`src/qeqc_pkg.sv`:
```
// package of constants and types for the quad equalizer control block
package qeqc_pkg;
  localparam int unsigned NUM_CHAN = 4;
  localparam int unsigned BOOST_W = 3;
  localparam int unsigned ADDR_W = 4;
  localparam int unsigned DATA_W = 8;
  // register offsets
  localparam logic [3:0] OFF_BOOST = 4'h0;
  localparam logic [3:0] OFF_STATUS = 4'h1;
  localparam logic [3:0] OFF_EFFECT = 4'h2;
  localparam logic [3:0] OFF_CHAN_BOOST0 = 4'h4;
  // field positions
  localparam int unsigned STAT_SD_LSB = 0;
  localparam int unsigned STAT_EN_LSB = 4;
  // reset values
  localparam logic [2:0] BOOST_RESET = 3'h4;
  localparam logic [7:0] READ_RESET = 8'h00;
  localparam logic [7:0] UNMAPPED_DATA = 8'h00;
  // pull levels of undriven pins
  localparam logic PULL_ENABLE = 1'b1;
  localparam logic PULL_FORCE = 1'b1;
  localparam logic [2:0] PULL_BOOST = 3'h4;
  localparam logic PULL_DATA = 1'b1;
  localparam logic PULL_CLOCK = 1'b1;
  typedef logic [2:0] qeqc_boost_t;
endpackage

```
`src/qeqc_chan_if.sv`:
```
// interface carrying one channel's control and status
`timescale 1ns/100ps
`default_nettype none
interface qeqc_chan_if;
  logic enable;
  logic detect_raw;
  qeqc_pkg::qeqc_boost_t boost;
  logic active;
  logic detect;
  qeqc_pkg::qeqc_boost_t boost_out;
  modport ctrl (output enable, output detect_raw, output boost, input active, input detect,
    input boost_out);
  modport chan (input enable, input detect_raw, input boost, output active, output detect,
    output boost_out);
endinterface
`default_nettype wire

```
`src/qeqc_chan.sv`:
```
// one equalizer channel: enable, detect and boost registers
`timescale 1ns/100ps
`default_nettype none
module qeqc_chan (
  input wire logic clk,
  input wire logic nrst,
  qeqc_chan_if.chan c
);
  logic active;
  logic detect;
  qeqc_pkg::qeqc_boost_t boost_out;
  logic next_active;
  logic next_detect;
  qeqc_pkg::qeqc_boost_t next_boost_out;
  always_comb begin
    next_active = c.enable;
    next_detect = c.detect_raw & c.enable;
    next_boost_out = c.boost;
  end
  always_ff @(posedge clk or negedge nrst) begin
    if (!nrst) begin
      active <= 1'b0;
      detect <= 1'b0;
      boost_out <= qeqc_pkg::BOOST_RESET;
    end else begin
      active <= next_active;
      detect <= next_detect;
      boost_out <= next_boost_out;
    end
  end
  assign c.active = active;
  assign c.detect = detect;
  assign c.boost_out = boost_out;
endmodule // qeqc_chan
`default_nettype wire

```
`src/qeqc_top.sv`:
```
// top of the quad equalizer control block
// Behaviour
// - channel runs when enabled, standby when low
// - undriven enable reads as high
// - force high takes boost from pins
// - force low takes boost from registers
// - undriven force reads as high
// - detect output high when signal present and channel enabled
// - register access only with select high
// - select low makes bus accesses ignored
// - data pin bidirectional, pulled high
// - pin boost shared by all channels
// - boost pin pulls high, low, low
//
// The implementer's own choices: the register offsets and strobed register access.
`timescale 1ns/100ps
`default_nettype none
module qeqc_top (
  input wire logic clk,
  input wire logic nrst,
  input wire logic [3:0] chan_enable_in,
  input wire logic [3:0] chan_enable_oe,
  input wire logic force_pin_boost_in,
  input wire logic force_pin_boost_oe,
  input wire logic [2:0] boost_select_in,
  input wire logic [2:0] boost_select_oe,
  input wire logic [3:0] signal_present,
  input wire logic mgmt_bus_clock_pin_in,
  input wire logic mgmt_bus_clock_pin_oe,
  input wire logic mgmt_data_in,
  input wire logic mgmt_data_ext_oe,
  input wire logic reg_select,
  input wire logic [3:0] reg_addr,
  input wire logic [7:0] reg_wdata,
  input wire logic reg_write,
  input wire logic reg_read,
  output var logic [7:0] reg_rdata,
  output var logic [3:0] chan_active,
  output var logic [3:0] chan_signal_detect,
  output var logic [11:0] chan_boost,
  output var logic mgmt_data_out,
  output var logic mgmt_data_oe,
  output var logic mgmt_clock_level,
  output var logic mgmt_data_level
);
  logic [3:0] en_eff;
  logic force_eff;
  qeqc_pkg::qeqc_boost_t pin_boost;
  qeqc_pkg::qeqc_boost_t reg_boost;
  qeqc_pkg::qeqc_boost_t next_reg_boost;
  qeqc_pkg::qeqc_boost_t sel_boost;
  logic [7:0] next_rdata;
  logic next_data_out;
  logic next_data_oe;
  logic next_clock_level;
  logic next_data_level;
  logic [3:0] act_w;
  logic [3:0] det_w;
  logic [11:0] bst_w;
  logic wr_ok;
  logic rd_ok;

  // pull resolution of undriven pins
  always_comb begin
    for (int i = 0; i < 4; i++) begin
      en_eff[i] = chan_enable_oe[i] ? chan_enable_in[i] : qeqc_pkg::PULL_ENABLE;
    end
    force_eff = force_pin_boost_oe ? force_pin_boost_in : qeqc_pkg::PULL_FORCE;
    for (int b = 0; b < 3; b++) begin
      pin_boost[b] = boost_select_oe[b] ? boost_select_in[b] : qeqc_pkg::PULL_BOOST[b];
    end
    sel_boost = force_eff ? pin_boost : reg_boost;
  end

  always_comb begin
    wr_ok = reg_write & reg_select;
    rd_ok = reg_read & reg_select;
    next_reg_boost = reg_boost;
    if (wr_ok && reg_addr == qeqc_pkg::OFF_BOOST) begin
      next_reg_boost = reg_wdata[2:0];
    end
    next_rdata = qeqc_pkg::READ_RESET;
    if (rd_ok) begin
      if (reg_addr == qeqc_pkg::OFF_BOOST) begin
        next_rdata = {5'h00, reg_boost};
      end else if (reg_addr == qeqc_pkg::OFF_STATUS) begin
        next_rdata = {act_w, det_w};
      end else if (reg_addr == qeqc_pkg::OFF_EFFECT) begin
        next_rdata = {4'h0, force_eff, sel_boost};
      end else if (reg_addr[3:2] == qeqc_pkg::OFF_CHAN_BOOST0[3:2]) begin
        next_rdata = {5'h00, bst_w[reg_addr[1:0]*3 +: 3]};
      end else begin
        next_rdata = qeqc_pkg::UNMAPPED_DATA;
      end
    end
    next_data_oe = rd_ok;
    next_data_out = rd_ok ? ^next_rdata : qeqc_pkg::PULL_DATA;
    next_data_level = mgmt_data_oe ? mgmt_data_out :
      (mgmt_data_ext_oe ? mgmt_data_in : qeqc_pkg::PULL_DATA);
    next_clock_level = mgmt_bus_clock_pin_oe ? mgmt_bus_clock_pin_in :
      qeqc_pkg::PULL_CLOCK;
  end

  always_ff @(posedge clk or negedge nrst) begin
    if (!nrst) begin
      reg_boost <= qeqc_pkg::BOOST_RESET;
      reg_rdata <= qeqc_pkg::READ_RESET;
      mgmt_data_out <= qeqc_pkg::PULL_DATA;
      mgmt_data_oe <= 1'b0;
      mgmt_data_level <= qeqc_pkg::PULL_DATA;
      mgmt_clock_level <= qeqc_pkg::PULL_CLOCK;
      chan_active <= 4'h0;
      chan_signal_detect <= 4'h0;
      chan_boost <= {4{qeqc_pkg::BOOST_RESET}};
    end else begin
      reg_boost <= next_reg_boost;
      reg_rdata <= next_rdata;
      mgmt_data_out <= next_data_out;
      mgmt_data_oe <= next_data_oe;
      mgmt_data_level <= next_data_level;
      mgmt_clock_level <= next_clock_level;
      chan_active <= act_w;
      chan_signal_detect <= det_w;
      chan_boost <= bst_w;
    end
  end

  // one shared boost feeds every channel
  for (genvar g = 0; g < 4; g++) begin : g_chan
    qeqc_chan_if cif ();
    assign cif.enable = en_eff[g];
    assign cif.detect_raw = signal_present[g];
    assign cif.boost = sel_boost;
    assign act_w[g] = cif.active;
    assign det_w[g] = cif.detect;
    assign bst_w[g*3 +: 3] = cif.boost_out;
    qeqc_chan u_chan (
      .clk(clk),
      .nrst(nrst),
      .c(cif.chan)
    );
  end
endmodule // qeqc_top
`default_nettype wire

```
`config.mk`:
```
export PLATFORM = sky130hd
export DESIGN_NAME = qeqc_top
export DESIGN_NICKNAME = d
export VERILOG_FILES = /design/src/qeqc_pkg.sv /design/src/qeqc_chan_if.sv /design/src/qeqc_chan.sv /design/src/qeqc_top.sv
export SDC_FILE = /design/constraint.sdc
export NUM_CORES = 1
export LEC_CHECK = 0
export BUFFER_PORTS_ARGS = -buffer_cell sky130_fd_sc_hd__buf_2
export CAP_MARGIN = 10
export CELL_PAD_IN_SITES_DETAIL_PLACEMENT = 0
export CELL_PAD_IN_SITES_GLOBAL_PLACEMENT = 1
export CORE_MARGIN = 5
export CORE_UTILIZATION = 30
export CTS_CLUSTER_DIAMETER = 150
export DETAILED_ROUTE_END_ITERATION = 8
export PLACE_DENSITY = 0.83
export SLEW_MARGIN = 20
export SYNTH_ARGS = -nofsm -noshare
export SYNTH_HDL_FRONTEND = slang
export SYNTH_SLANG_ARGS = --single-unit
export TNS_END_PERCENT = 5
```
`constraint.sdc`:
```
create_clock -name clk -period 3.94 [get_ports clk]
set_input_delay 0.197 -clock clk [delete_from_list [all_inputs] [get_ports clk]]
set_output_delay 0.197 -clock clk [all_outputs]
set_load 0.03 [all_outputs]
```
# After elaboration in Yosys (flattened, before gate mapping)
# Index checks and enable logic that the tools add are counted.
# word_totals
in_bits,41
wordCells,50
reg_bits,46
# classes
multipliers,1
bitwise,6
eq_ne,3
muxes,18
shifts,1
reduce_logical,3
# ops
operator,n
2-to-1 mux 8 bit,3
2-to-1 mux 1 bit,12
indexed part select 12 x 5 -> 3 bit,1
parity 8 bit,1
bitwise AND 1 bit,6
2-to-1 mux 3 bit,2
equality test 4 x 1 -> 1 bit (second input constant),1
equality test 4 x 2 -> 1 bit (second input constant),1
zero test 4 bit,1
multiplier 2 x 2 -> 4 bit (second input constant),1
2-to-1 mux 4 bit,1
equality test 2 x 1 -> 1 bit (second input constant),1
logical AND 1 bit,1

# Depth between registers and ports, before layout
# Gate-level depths: netlist (run 1).
# logic_depth
word_depth,9
mapped_depth,7
depth_no_buf,7

# Cells and area by module
# Synthesis (run 1) repeated with hierarchy kept, for this count alone.
# hier_totals
cells_unflattened,134
hier_area_um2,1955.6
# by_module_without_submodules
mod,instances,area_each_um2,seq_area_each_um2,cells_each
qeqc_top,1,1425.1,885.8,110
qeqc_chan,4,132.6,126.4,6

# Worst setup path after synthesis (run 1)
# Ideal clock, no wire load.
# synth_timing
kind,input-to-reg
from,input reg_addr[0]
to,register mgmt_data_out
stages,6
setup_ps,75
arrival_ps,1561
required_ps,3865
slack_ps,2304
path_cell_list,or4_1 > buf_2 > o22ai_2 > nor3_2 > xnor3_1 > mux2i_1
# synth_between
elab_chain_cells,9
elab_cells_between_ends,12
classes_between,mul: 1; eq/ne: 2; shift: 1; mux: 6; reduce/logical: 2
# synth_rtl
item,line_no,rtl
from (decl),qeqc_top.sv:33,"input wire logic [3:0] reg_addr,"
multiplier 2 x 2 -> 4 bit,qeqc_top.sv:91,"next_rdata = {5'h00, bst_w[reg_addr[1:0]*3 +: 3]};"
indexed part select 12 x 5 -> 3 bit,qeqc_top.sv:91,
2-to-1 mux 3 bit,qeqc_top.sv:90,end else if (reg_addr[3:2] == qeqc_pkg::OFF_CHAN_BOOST0[3:2]) begin
2-to-1 mux 4 bit,qeqc_top.sv:88,end else if (reg_addr == qeqc_pkg::OFF_EFFECT) begin
2-to-1 mux 8 bit,qeqc_top.sv:86,end else if (reg_addr == qeqc_pkg::OFF_STATUS) begin
2-to-1 mux 8 bit *,qeqc_top.sv:84,if (reg_addr == qeqc_pkg::OFF_BOOST) begin
2-to-1 mux 8 bit *,qeqc_top.sv:83,if (rd_ok) begin
named net next_rdata[1],qeqc_top.sv:52,logic [7:0] next_rdata;
parity 8 bit *,qeqc_top.sv:97,next_data_out = rd_ok ? ^next_rdata : qeqc_pkg::PULL_DATA;
2-to-1 mux 1 bit *,qeqc_top.sv:97,
named net next_data_out,qeqc_top.sv:53,logic next_data_out;
to (signal assigned),qeqc_top.sv:108,mgmt_data_out <= qeqc_pkg::PULL_DATA;
to (signal assigned),qeqc_top.sv:118,mgmt_data_out <= next_data_out;
to (decl),qeqc_top.sv:41,"output var logic mgmt_data_out,"
# The timed path passes the listed nets; every way through them passes the cells marked *.
# A chain may end at the register's enable or synchronous reset.

# Worst setup path after layout (run 1)
# Same ends and word-level chain as after synthesis.

==> out/results.ini, run 1 <==
[synth]
synth_seq_cells = 37
syn_avg_cell_area_sq_um = 12.5
async_flop_share_pct = 100
synth_commonest_cells = dfrtp_1, and2_1, buf_4, nand2_1
synth_cells = 118
yosysWarningCount = 0
synth_top_area_share_pct = 52.5
synthDistinctLibCells = 30
synth_edf_count = 0
syn_nets = 159
yosys.area.top_type = dfrtp_1
synth_area_sq_um = 1480
synth_seq_area_share_pct = 63.2
synth_most_common_cell = dfrtp_1
synthFlopType = dfrtp_1
yosys-top-cells-area = dfrtp_1, dfstp_2, buf_4

[pwr]
internal_power_mw = 0.581
power.density_nw_per_um2 = 417
pwr-share-seq_pct = 53.5
clockPowerShare_pct = 30.6
irDropWorstVdd_mv = 0.186
leakagePower_nw = 0.955
pwr-share-comb_pct = 15.9
p_sw_share_pct = 26.8
p_switching_mw = 0.213

[grt]
grt_max_degree = 38
gr-total-overflow = 0
grt_pass1_wl_microns = 4910
first_global_vias = 1031
antenna_found_initial = 0
grt_usage_pct = 10.3

[min_path]
min-delay-path-class = input port to asynchronous set/reset pin

[timing]
rsz0062_at_grt = false
setup_viol_count_final = 0
tightest_slew_ns = 0.785
finClkSkew_ns = 0.00464
slew_violations = 0
finalHoldViolations = 8
fmax_mhz = 632
period_minus_slack_ns = 1.58
holdWs_ns = -0.00445
fin_tns_setup_ns = 0
timing.final.crit_share_pct = 40.1
setup_slack_ns = 2.36
relSlewSlack_pct = 47.7

[setup_path]
start_kind = input port
cpPeakStageDelay_ns = 0.64
critical-path-top-delay-family = simple AND/OR/NAND/NOR gates
crit_arrival_ns = 1.79
setup.worst_path.end_class = flop
worst-setup-path-type = input port to flop
worstPathMaxFanout = 6
slowest_stage = or4_1
required_ns = 4.15
cp.buffers_inverters = 1
cp_cell_sequence = buf_2, or4_1, o22ai_2, nor3_2, xnor3_1, mux2i_1

[floorplan]
die_w_microns = 80.2
ios = 73
core_sq_um = 4750
fp.dieH_microns = 80.2
fp-row-count = 25
fp.dieArea_sq_um = 6420
initial_utilization_pct = 31.1

[cts]
cts-htree-levels = 2
cts_setup_buffers = 0
clk-insertion-delay-late_ns = 0.28
hold_buffers = 0
numCtsBuffers = 5
path_clk_slew_ns = 0.07
clock-root-buffer = clkbuf_8
cts_buffer_depth = 2
cts_resized = 0
cts_tree = done
clock-sinks = 37

[place]
place_ws_ns = 2.06
place_inst = 242
port_buffers = 67
place_area_sq_um = 1820
dp_hpwl_microns = 2470
globalplace.congestion = 0.735

[detailed_routing]
drt_iter0_markers = 37
dr.pass1.iters = 4
drc = 0
wl_per_cell_microns = 12.2
detail-route-antenna-nets = 0
drt_wl_total_microns = 3050
vias_per_cell = 4.09
vias = 1023

[final_layout]
drive_gt1_share_pct = 47.5
final_area_sq_um = 1900
fillCellCount = 500
nets = 223
area_growth_pct = 28.9
diodes = 0
final_cells = 250

[outcome]
status = finished with violations
violations = hold timing

[job]
drv_cap = 0

==> cell families (layout without fill, tap and decap cells) <==
kind of cell	after synthesis	count (layout)	synth area share, %
and+or+nand+nor	43	43	16.8
DFF	37	37	63.2
AOI/OAI and AO/OA	15	15	7.12
buffers and inverters	14	79	5.93
muxes	5	5	3.64
xor gates and xnor gates	4	4	3.31
==> layout make-up <==
cell class	instances	area, sq um	area share (%)
Sequential cell	37	933	49.0
Multi-Input combinational cell	67	455	23.9
Timing Repair Buffer	67	335	17.6
Tap cell	67	83.8	4.40
Clock buffer	8	80.1	4.21
Inverter	4	15.0	0.789
==> layer usage <==
metal / GRT usage, % / wire [microns]
met5: 0 / 0
met3: 3.14 / 252
met4: 5.07 / 57
met1: 12.7 / 1300
met2: 16.2 / 1450
==> worst reg2reg max path, stage by stage, from the launching register on <==
cell	delay, ns
dfstp_2	0.57
nor3b_1	0.08
a311oi_1	0.24
o221ai_1	0.19
mux2i_1	0.22
nor2_1	0.06
mux2i_1	0.13
==> worst paths after layout <==
check | depth (start not counted) | startpoint | slack, ns | to
max | 6 | reg_addr[0] | 2.36 | mgmt_data_out$_DFF_PN1_
min | 1 | nrst | -0.004 | chan_active[0]$_DFF_PN0_
max reg2reg | 6 | reg_boost[2]$_DFFE_PN1P_ | 2.39 | mgmt_data_out$_DFF_PN1_
min reg2reg | 0 | g_chan[3].u_chan.c.boost_out[2]$_DFF_PN1_ | 0.37 | chan_boost[8]$_DFF_PN1_
max in group asynchronous | 1 | nrst | 3.45 | chan_boost[10]$_DFF_PN0_
min in group clk | 2 | mgmt_bus_clock_pin_oe | 0.04 | mgmt_clock_level$_DFF_PN1_
==> cell usage in the layout (no fill, tap or decap), types with 2 or more instances in the layout <==
master	instances
a21oi_1	6
and2_1	9
buf_2	67
clkbuf_1	3
clkbuf_8	5
dfrtp_1	31
dfstp_2	6
inv_1	4
mux2_2	3
mux2i_1	2
nand2_1	9
nand2b_1	6
nand3b_1	2
nor2_1	6
nor3_1	2
nor3_2	2
nor3b_1	2
o21ai_2	2
o22ai_1	2
xnor2_1	3
==> sequential cells by signal (all words and copies together), names as in the netlist <==
| signal | count |
|---|---|
| reg_rdata | 8 |
| chan_active | 4 |
| chan_signal_detect | 4 |
| g_chan.u_chan.c.active | 4 |
| g_chan.u_chan.c.detect | 4 |
| chan_boost | 3 |
| g_chan.u_chan.c.boost_out | 3 |
| reg_boost | 3 |
| mgmt_clock_level | 1 |
| mgmt_data_level | 1 |
| mgmt_data_oe | 1 |
| mgmt_data_out | 1 |
==> metrics by stage <==
| step | power [mW] | utilization (%) | hold slack [ns] |
|---|---|---|---|
| after floorplan | 0.514 | - | -0.0986 |
| after global placement | 0.557 | 38.3 | 0.310 |
| after detailed placement | 0.559 | 38.3 | 0.330 |
| after CTS | 0.805 | 40.0 | 0.0245 |
| after global routing | 0.834 | 40.0 | 0.0483 |
| final | 0.793 | 40.0 | -0.00445 |
==> power by group through the flow <==
| stage | sequential (mW) | combinational [mW] | clock [mW] |
|---|---|---|---|
| floorplan | 0.452 | 0.0622 | 0 |
| global placement | 0.430 | 0.126 | 0 |
| detailed placement | 0.432 | 0.128 | 0 |
| CTS | 0.425 | 0.128 | 0.252 |
| global route | 0.427 | 0.138 | 0.269 |
| finish | 0.424 | 0.126 | 0.243 |
(Power assumes the default switching activity.)
==> run 2: changes to the inputs <==
--- a/config.mk
+++ b/config.mk
@@ -13,7 +13,7 @@
 export CORE_UTILIZATION = 30
 export CTS_CLUSTER_DIAMETER = 150
 export DETAILED_ROUTE_END_ITERATION = 8
-export PLACE_DENSITY = 0.83
+export PLACE_DENSITY = 0.86
 export SLEW_MARGIN = 20
 export SYNTH_ARGS = -nofsm -noshare
 export SYNTH_HDL_FRONTEND = slang
==> constraint.sdc (replaced) <==
create_clock -name clk -period 1.4 [get_ports clk]
set_input_delay 0.07 -clock clk [delete_from_list [all_inputs] [get_ports clk]]
set_output_delay 0.07 -clock clk [all_outputs]
set_load 0.03 [all_outputs]
==> run 2 against run 1 <==
The flow finishes with violations (setup timing). Flip-flop and latch count stayed put. Highest routed layer unchanged. Worst setup slack worse by 2.5 ns. Largest cell class unchanged. Power grew to 2.9 times the previous value. Cell area is 13% higher. Via count is 13% higher. Hold slack better by 0.0064 ns. Global-route usage is 0.81 points higher.
==> out/results.ini, run 2 (same netlist as run 1, synthesis figures left out) <==
[detailed_routing]
drt_iter0_markers = 76
wl_per_cell_microns = 12.2
drc = 0
vias = 1160
dr.pass1.iters = 5
detail-route-antenna-nets = 0
drt_wl_total_microns = 3360
vias_per_cell = 4.20

[floorplan]
fp-row-count = 25
core_sq_um = 4750
fp.dieH_microns = 80.2
ios = 73
die_w_microns = 80.2
fp.dieArea_sq_um = 6420
initial_utilization_pct = 31.1

[final_layout]
layout_commonest_cell = buf_2
largest_register_ffs = 8
mostFrequentLayoutCells = buf_2, dfrtp_1, dlygate4sd3_1, buf_4
diodes = 0
final_area_sq_um = 2160
drive_gt1_share_pct = 51.2
regMostFlops = reg_rdata
nets = 249
area_growth_pct = 46.3
fin_util_pct = 45.4

[place]
globalplace.congestion = 0.877
dp_hpwl_microns = 2580
place_ws_ns = -0.237
port_buffers = 67
place_area_sq_um = 1920

[pwr]
pwr-share-seq_pct = 50.7
p_total_mw = 2.34
power.density_nw_per_um2 = 1080
p_sw_share_pct = 27.9
pwr-share-comb_pct = 18.9
clockPowerShare_pct = 30.4
p_switching_mw = 0.652
internal_power_mw = 1.69
irDropWorstVdd_mv = 0.559
leakagePower_nw = 1.08

[cts]
clk-insertion-delay-late_ns = 0.28
numCtsBuffers = 5
cts_buffer_depth = 2
path_clk_slew_ns = 0.07
cts_tree = done
clock-sinks = 37
clock-root-buffer = clkbuf_8
cts-htree-levels = 2

[grt]
grt_max_degree = 38
gr-total-overflow = 0
grt_usage_pct = 11.1
first_global_vias = 1139
grt_pass1_wl_microns = 5350
antenna_found_initial = 0

[timing]
setup_slack_ns = -0.106
setup_viol_count_final = 1
relSlewSlack_pct = 69.6
tightest_slew_ns = 0.457
rsz0062_at_grt = true
finClkSkew_ns = 0.00480
finalHoldViolations = 0
timing.final.crit_share_pct = 108
fmax_mhz = 664
period_minus_slack_ns = 1.51
slew_violations = 0

[setup_path]
start_kind = flop
worstPathMaxFanout = 2
worst-setup-path-type = flop to flop
setup.worst_path.end_class = flop
crit_arrival_ns = 1.72
required_ns = 1.62

[outcome]
status = finished with violations
violations = setup timing

[min_path]
min-delay-path-class = input port to flop

[job]
drv_cap = 0

[run 2: critical path: stages, from the launching register on]
cell	delay (ns)
dfstp_2	0.54
nor3b_2	0.05
a311oi_1	0.23
o221ai_1	0.20
mux2i_1	0.23
nor2_1	0.06
mux2i_1	0.13
[run 2: power groups by stage]
stage,clock [mW],sequential [mW],combinational (mW)
4_1_cts,0.731,1.19,0.444
5_1_grt,0.795,1.20,0.480
3_5_place_dp,0,1.21,0.414
3_3_place_gp,0,1.20,0.409
2_1_floorplan,0,1.27,0.178
6_report,0.709,1.19,0.442
[run 2: final cells by class]
type / count / area [sq um]
flip-flops and latches: 37 / 933
repair buffers: 93 / 563
clock buffers: 5 / 68.8
multi-input cells: 67 / 478
inverters: 4 / 15.0
clock inverters: 3 / 17.5
well taps: 67 / 83.8
fillers: 461 / 2590
[run 2: through the flow]
step           std cells  hold slack, ns  TNS, ns
6_report             276         0.00196   -0.106
5_1_grt              276        0.000760   -0.199
4_1_cts              276         0.00317  -0.0784
3_5_place_dp         254           0.136   -0.481
3_3_place_gp         254           0.125   -0.483
2_1_floorplan        118          -0.226  -0.0364
[run 2: per-layer routing]
metal  vias to the layer above  GRT usage (%)  part of all wire, %
met4                         0           5.57                  1.7
met3                         6           4.15                  8.8
met1                       531           12.7                   40
met5                         -              0                    0
met2                        59           18.1                   49
li1                        564              -                    -
[run 2: path summary, 6_finish.rpt]
check	startpoint	endpoint	slack (ns)	depth (start not counted)
worst max-delay path	reg_boost[2]$_DFFE_PN1P_	mgmt_data_out$_DFF_PN1_	-0.11	6
worst min-delay path	chan_enable_in[0]	g_chan[0].u_chan.c.active$_DFF_PN0_	0.002	2
worst max register to register	reg_boost[2]$_DFFE_PN1P_	mgmt_data_out$_DFF_PN1_	-0.11	6
worst min register to register	g_chan[3].u_chan.c.boost_out[2]$_DFF_PN1_	chan_boost[8]$_DFF_PN1_	0.37	0
max in group asynchronous	nrst	g_chan[3].u_chan.c.boost_out[2]$_DFF_PN1_	0.68	3
min in group asynchronous	nrst	reg_rdata[4]$_DFF_PN0_	0.37	3
[run 2: repair_timing]
item                                    in CTS  in global routing
setup buffers                                1                  0
endpoints found under the hold margin       40                  0
hold buffers                                13                  0
gates resized for setup                      1                  2
pin swaps                                    2                  0
endpoints found under the setup margin       1                  2
==> run 3: changes to the inputs <==
--- a/config.mk
+++ b/config.mk
@@ -13,9 +13,10 @@
 export CORE_UTILIZATION = 30
 export CTS_CLUSTER_DIAMETER = 150
 export DETAILED_ROUTE_END_ITERATION = 8
-export PLACE_DENSITY = 0.86
+export PLACE_DENSITY = 0.79
 export SLEW_MARGIN = 20
 export SYNTH_ARGS = -nofsm -noshare
 export SYNTH_HDL_FRONTEND = slang
+export SYNTH_HIERARCHICAL = 1
 export SYNTH_SLANG_ARGS = --single-unit
 export TNS_END_PERCENT = 5
==> run 3 against run 2 <==
The flow still finishes with violations (setup timing). Worst setup slack lost 0.23 ns. Global-route usage decreased by 0.47 points. Core utilization up 0.12 points. Synthesized cell count up 14%. Non-clock buffer count increased by 18. Final cell count increased by 18%. Routed wire length rose by 28%. Clock power is 68% higher. Sequential power up 50%. Power increased by 50%.
==> out/results.ini, run 3 <==
[setup_path]
cpPeakStageDelay_ns = 0.47
crit_arrival_ns = 1.96
startpoint = g_chan[2].u_chan/c.boost_out[1]$_DFF_PN0_
slowest_stage = mux4_2
required_ns = 1.63
cp_cell_sequence = mux4_2, a32o_2, xnor2_2, xnor2_1, mux2i_1
cp.buffers_inverters = 0
setup.worst_path.end_class = flop
critical-path-top-delay-family = multiplexers
start_kind = flop
r2r_start = g_chan[2].u_chan/c.boost_out[1]$_DFF_PN0_
reg2reg_depth = 5
worstPathMaxFanout = 2
worst-setup-path-type = flop to flop
path_depth = 5

[place]
port_buffers = 67
place_area_sq_um = 2570
dp_hpwl_microns = 3280
globalplace.congestion = 0.793

[synth]
synthFlopType = dfrtp_1
yosys.area.top_type = dfrtp_1
synth_edf_count = 0
synthDistinctLibCells = 41
async_flop_share_pct = 100
yosysWarningCount = 6
synth_top_area_share_pct = 55.0
synth_most_common_cell = dfrtp_1
synth_area_sq_um = 1960
syn_nets = 175
synth_seq_cells = 55
synth_seq_area_share_pct = 71.1
syn_avg_cell_area_sq_um = 14.6
synth_commonest_cells = dfrtp_1, dfstp_2, and2_1
synth_cells = 134
yosys-top-cells-area = dfrtp_1, dfstp_2, and2_1

[job]
drv_cap = 0

[pwr]
power.density_nw_per_um2 = 1210
leakagePower_nw = 1.44
irDropWorstVdd_mv = 0.800

[outcome]
violations = setup timing
status = finished with violations

[floorplan]
fp-row-count = 29
die_w_microns = 90.7
core_sq_um = 6350
fp.dieArea_sq_um = 8230
fp.dieH_microns = 90.7
ios = 73
initial_utilization_pct = 30.8

[timing]
tightest_slew_ns = 0.416
rsz0062_at_grt = true
slew_violations = 0
setup_slack_ns = -0.336
fmax_mhz = 576
timing.final.crit_share_pct = 124
fin_tns_setup_ns = -0.336
finClkSkew_ns = 0.00516
finalHoldViolations = 0
relSlewSlack_pct = 72.0
period_minus_slack_ns = 1.74
setup_viol_count_final = 1

[cts]
cts_buffer_depth = 2
clk-insertion-delay-late_ns = 0.30
clock-sinks = 55
cts-htree-levels = 2
clock-root-buffer = clkbuf_8
numCtsBuffers = 5
cts_tree = done
path_clk_slew_ns = 0.09
cts_resized = 0

[final_layout]
diodes = 0
mostFrequentLayoutCells = buf_2, dfrtp_1, buf_4
final_area_sq_um = 2890
area_growth_pct = 47.9
drive_gt1_share_pct = 48.0
fillCellCount = 587
largest_registers = chan_boost: 12 flops, g_chan.u_chan/c.boost_out: 12 flops, reg_rdata: 8 flops
nets = 290
layout_commonest_cell = buf_2

[min_path]
hold_depth = 3
min-delay-path-class = input port to flop
worstHoldStart = mgmt_data_in

[detailed_routing]
drt_wl_total_microns = 4280
drt_iter0_markers = 52
dr.pass1.iters = 5
wl_per_cell_microns = 13.1
vias_per_cell = 4.25
vias = 1391
drc = 0
detail-route-antenna-nets = 0

[grt]
antenna_found_initial = 0
first_global_vias = 1452
grt_usage_pct = 10.6
gr-total-overflow = 0
grt_max_degree = 39
grt_pass1_wl_microns = 7020

run 3: final cells by class:
class                           count  area, sq um  area share [%]
Clock buffer                        5         68.8            2.38
Clock inverter                      3         67.6            2.34
Inverter                            7         26.3           0.909
Multi-Input combinational cell     69          518            17.9
Sequential cell                    55         1390            48.1
Tap cell                           77         96.3            3.33
Timing Repair Buffer              111          723            25.0
run 3: final timing paths:
check                           slack, ns                          to
worst max register to register      -0.34     mgmt_data_out$_DFF_PN1_
worst max-delay path                -0.34     mgmt_data_out$_DFF_PN1_
max in group asynchronous            0.57  mgmt_clock_level$_DFF_PN1_
min in group asynchronous            0.23     chan_boost[4]$_DFF_PN0_
worst min-delay path                 0.04   mgmt_data_level$_DFF_PN1_
worst min register to register       0.37     chan_boost[5]$_DFF_PN1_
run 3: metrics by stage:
step | instances | hold slack, ns | utilization (%) | power [mW] | setup WS (ns)
5_1_grt | 327 | 0.0603 | 45.5 | 3.66 | -0.410
4_1_cts | 326 | 0.0439 | 45.4 | 3.55 | -0.346
6_report | 327 | 0.0431 | 45.5 | 3.50 | -0.336
3_3_place_gp | 300 | 0.0183 | 40.4 | 2.30 | -0.290
3_5_place_dp | 300 | 0.0258 | 40.4 | 2.31 | -0.348
2_1_floorplan | 134 | -0.226 | - | 2.06 | -0.252
run 3: power breakdown:
group | switching, mW | internal [mW]
combinational | 0.291 | 0.242
clock | 0.475 | 0.712
sequential | 0.0463 | 1.73
run 3: metal layers:
layer  vias up  wire length [microns]  part of all wire (%)  track usage [%]
met2        53                   2040                    48             17.1
met5         -                      0                     0                0
met4         0                     29                  0.68             2.61
met3         4                    438                    10             4.83
li1        688                      -                     -                -
met1       646                   1780                    42             13.0
run 3: logic make-up (layout without fill, tap and decap cells):
logic type / Yosys count / after routing / synth area share, %
DFF: 55 / 55 / 71.1
and+or+nand+nor: 39 / 39 / 11.9
AOI/OAI and AO/OA: 17 / 17 / 6.14
buffers and inverters: 10 / 126 / 2.37
muxes: 8 / 8 / 5.82
xor gates and xnor gates: 5 / 5 / 2.62
run 3: tightest hold or removal path, stage by stage:
cell and delay [ns]:
buf_2 0.07, nor3b_1 0.03, a21oi_1 0.12
run 3: timing repair:
action                                  4_1_cts  5_1_grt
setup buffers                                 0        1
hold buffers                                 18        0
endpoints found under the hold margin        19        0
pin swaps                                     1        0
endpoints found under the setup margin        1        2
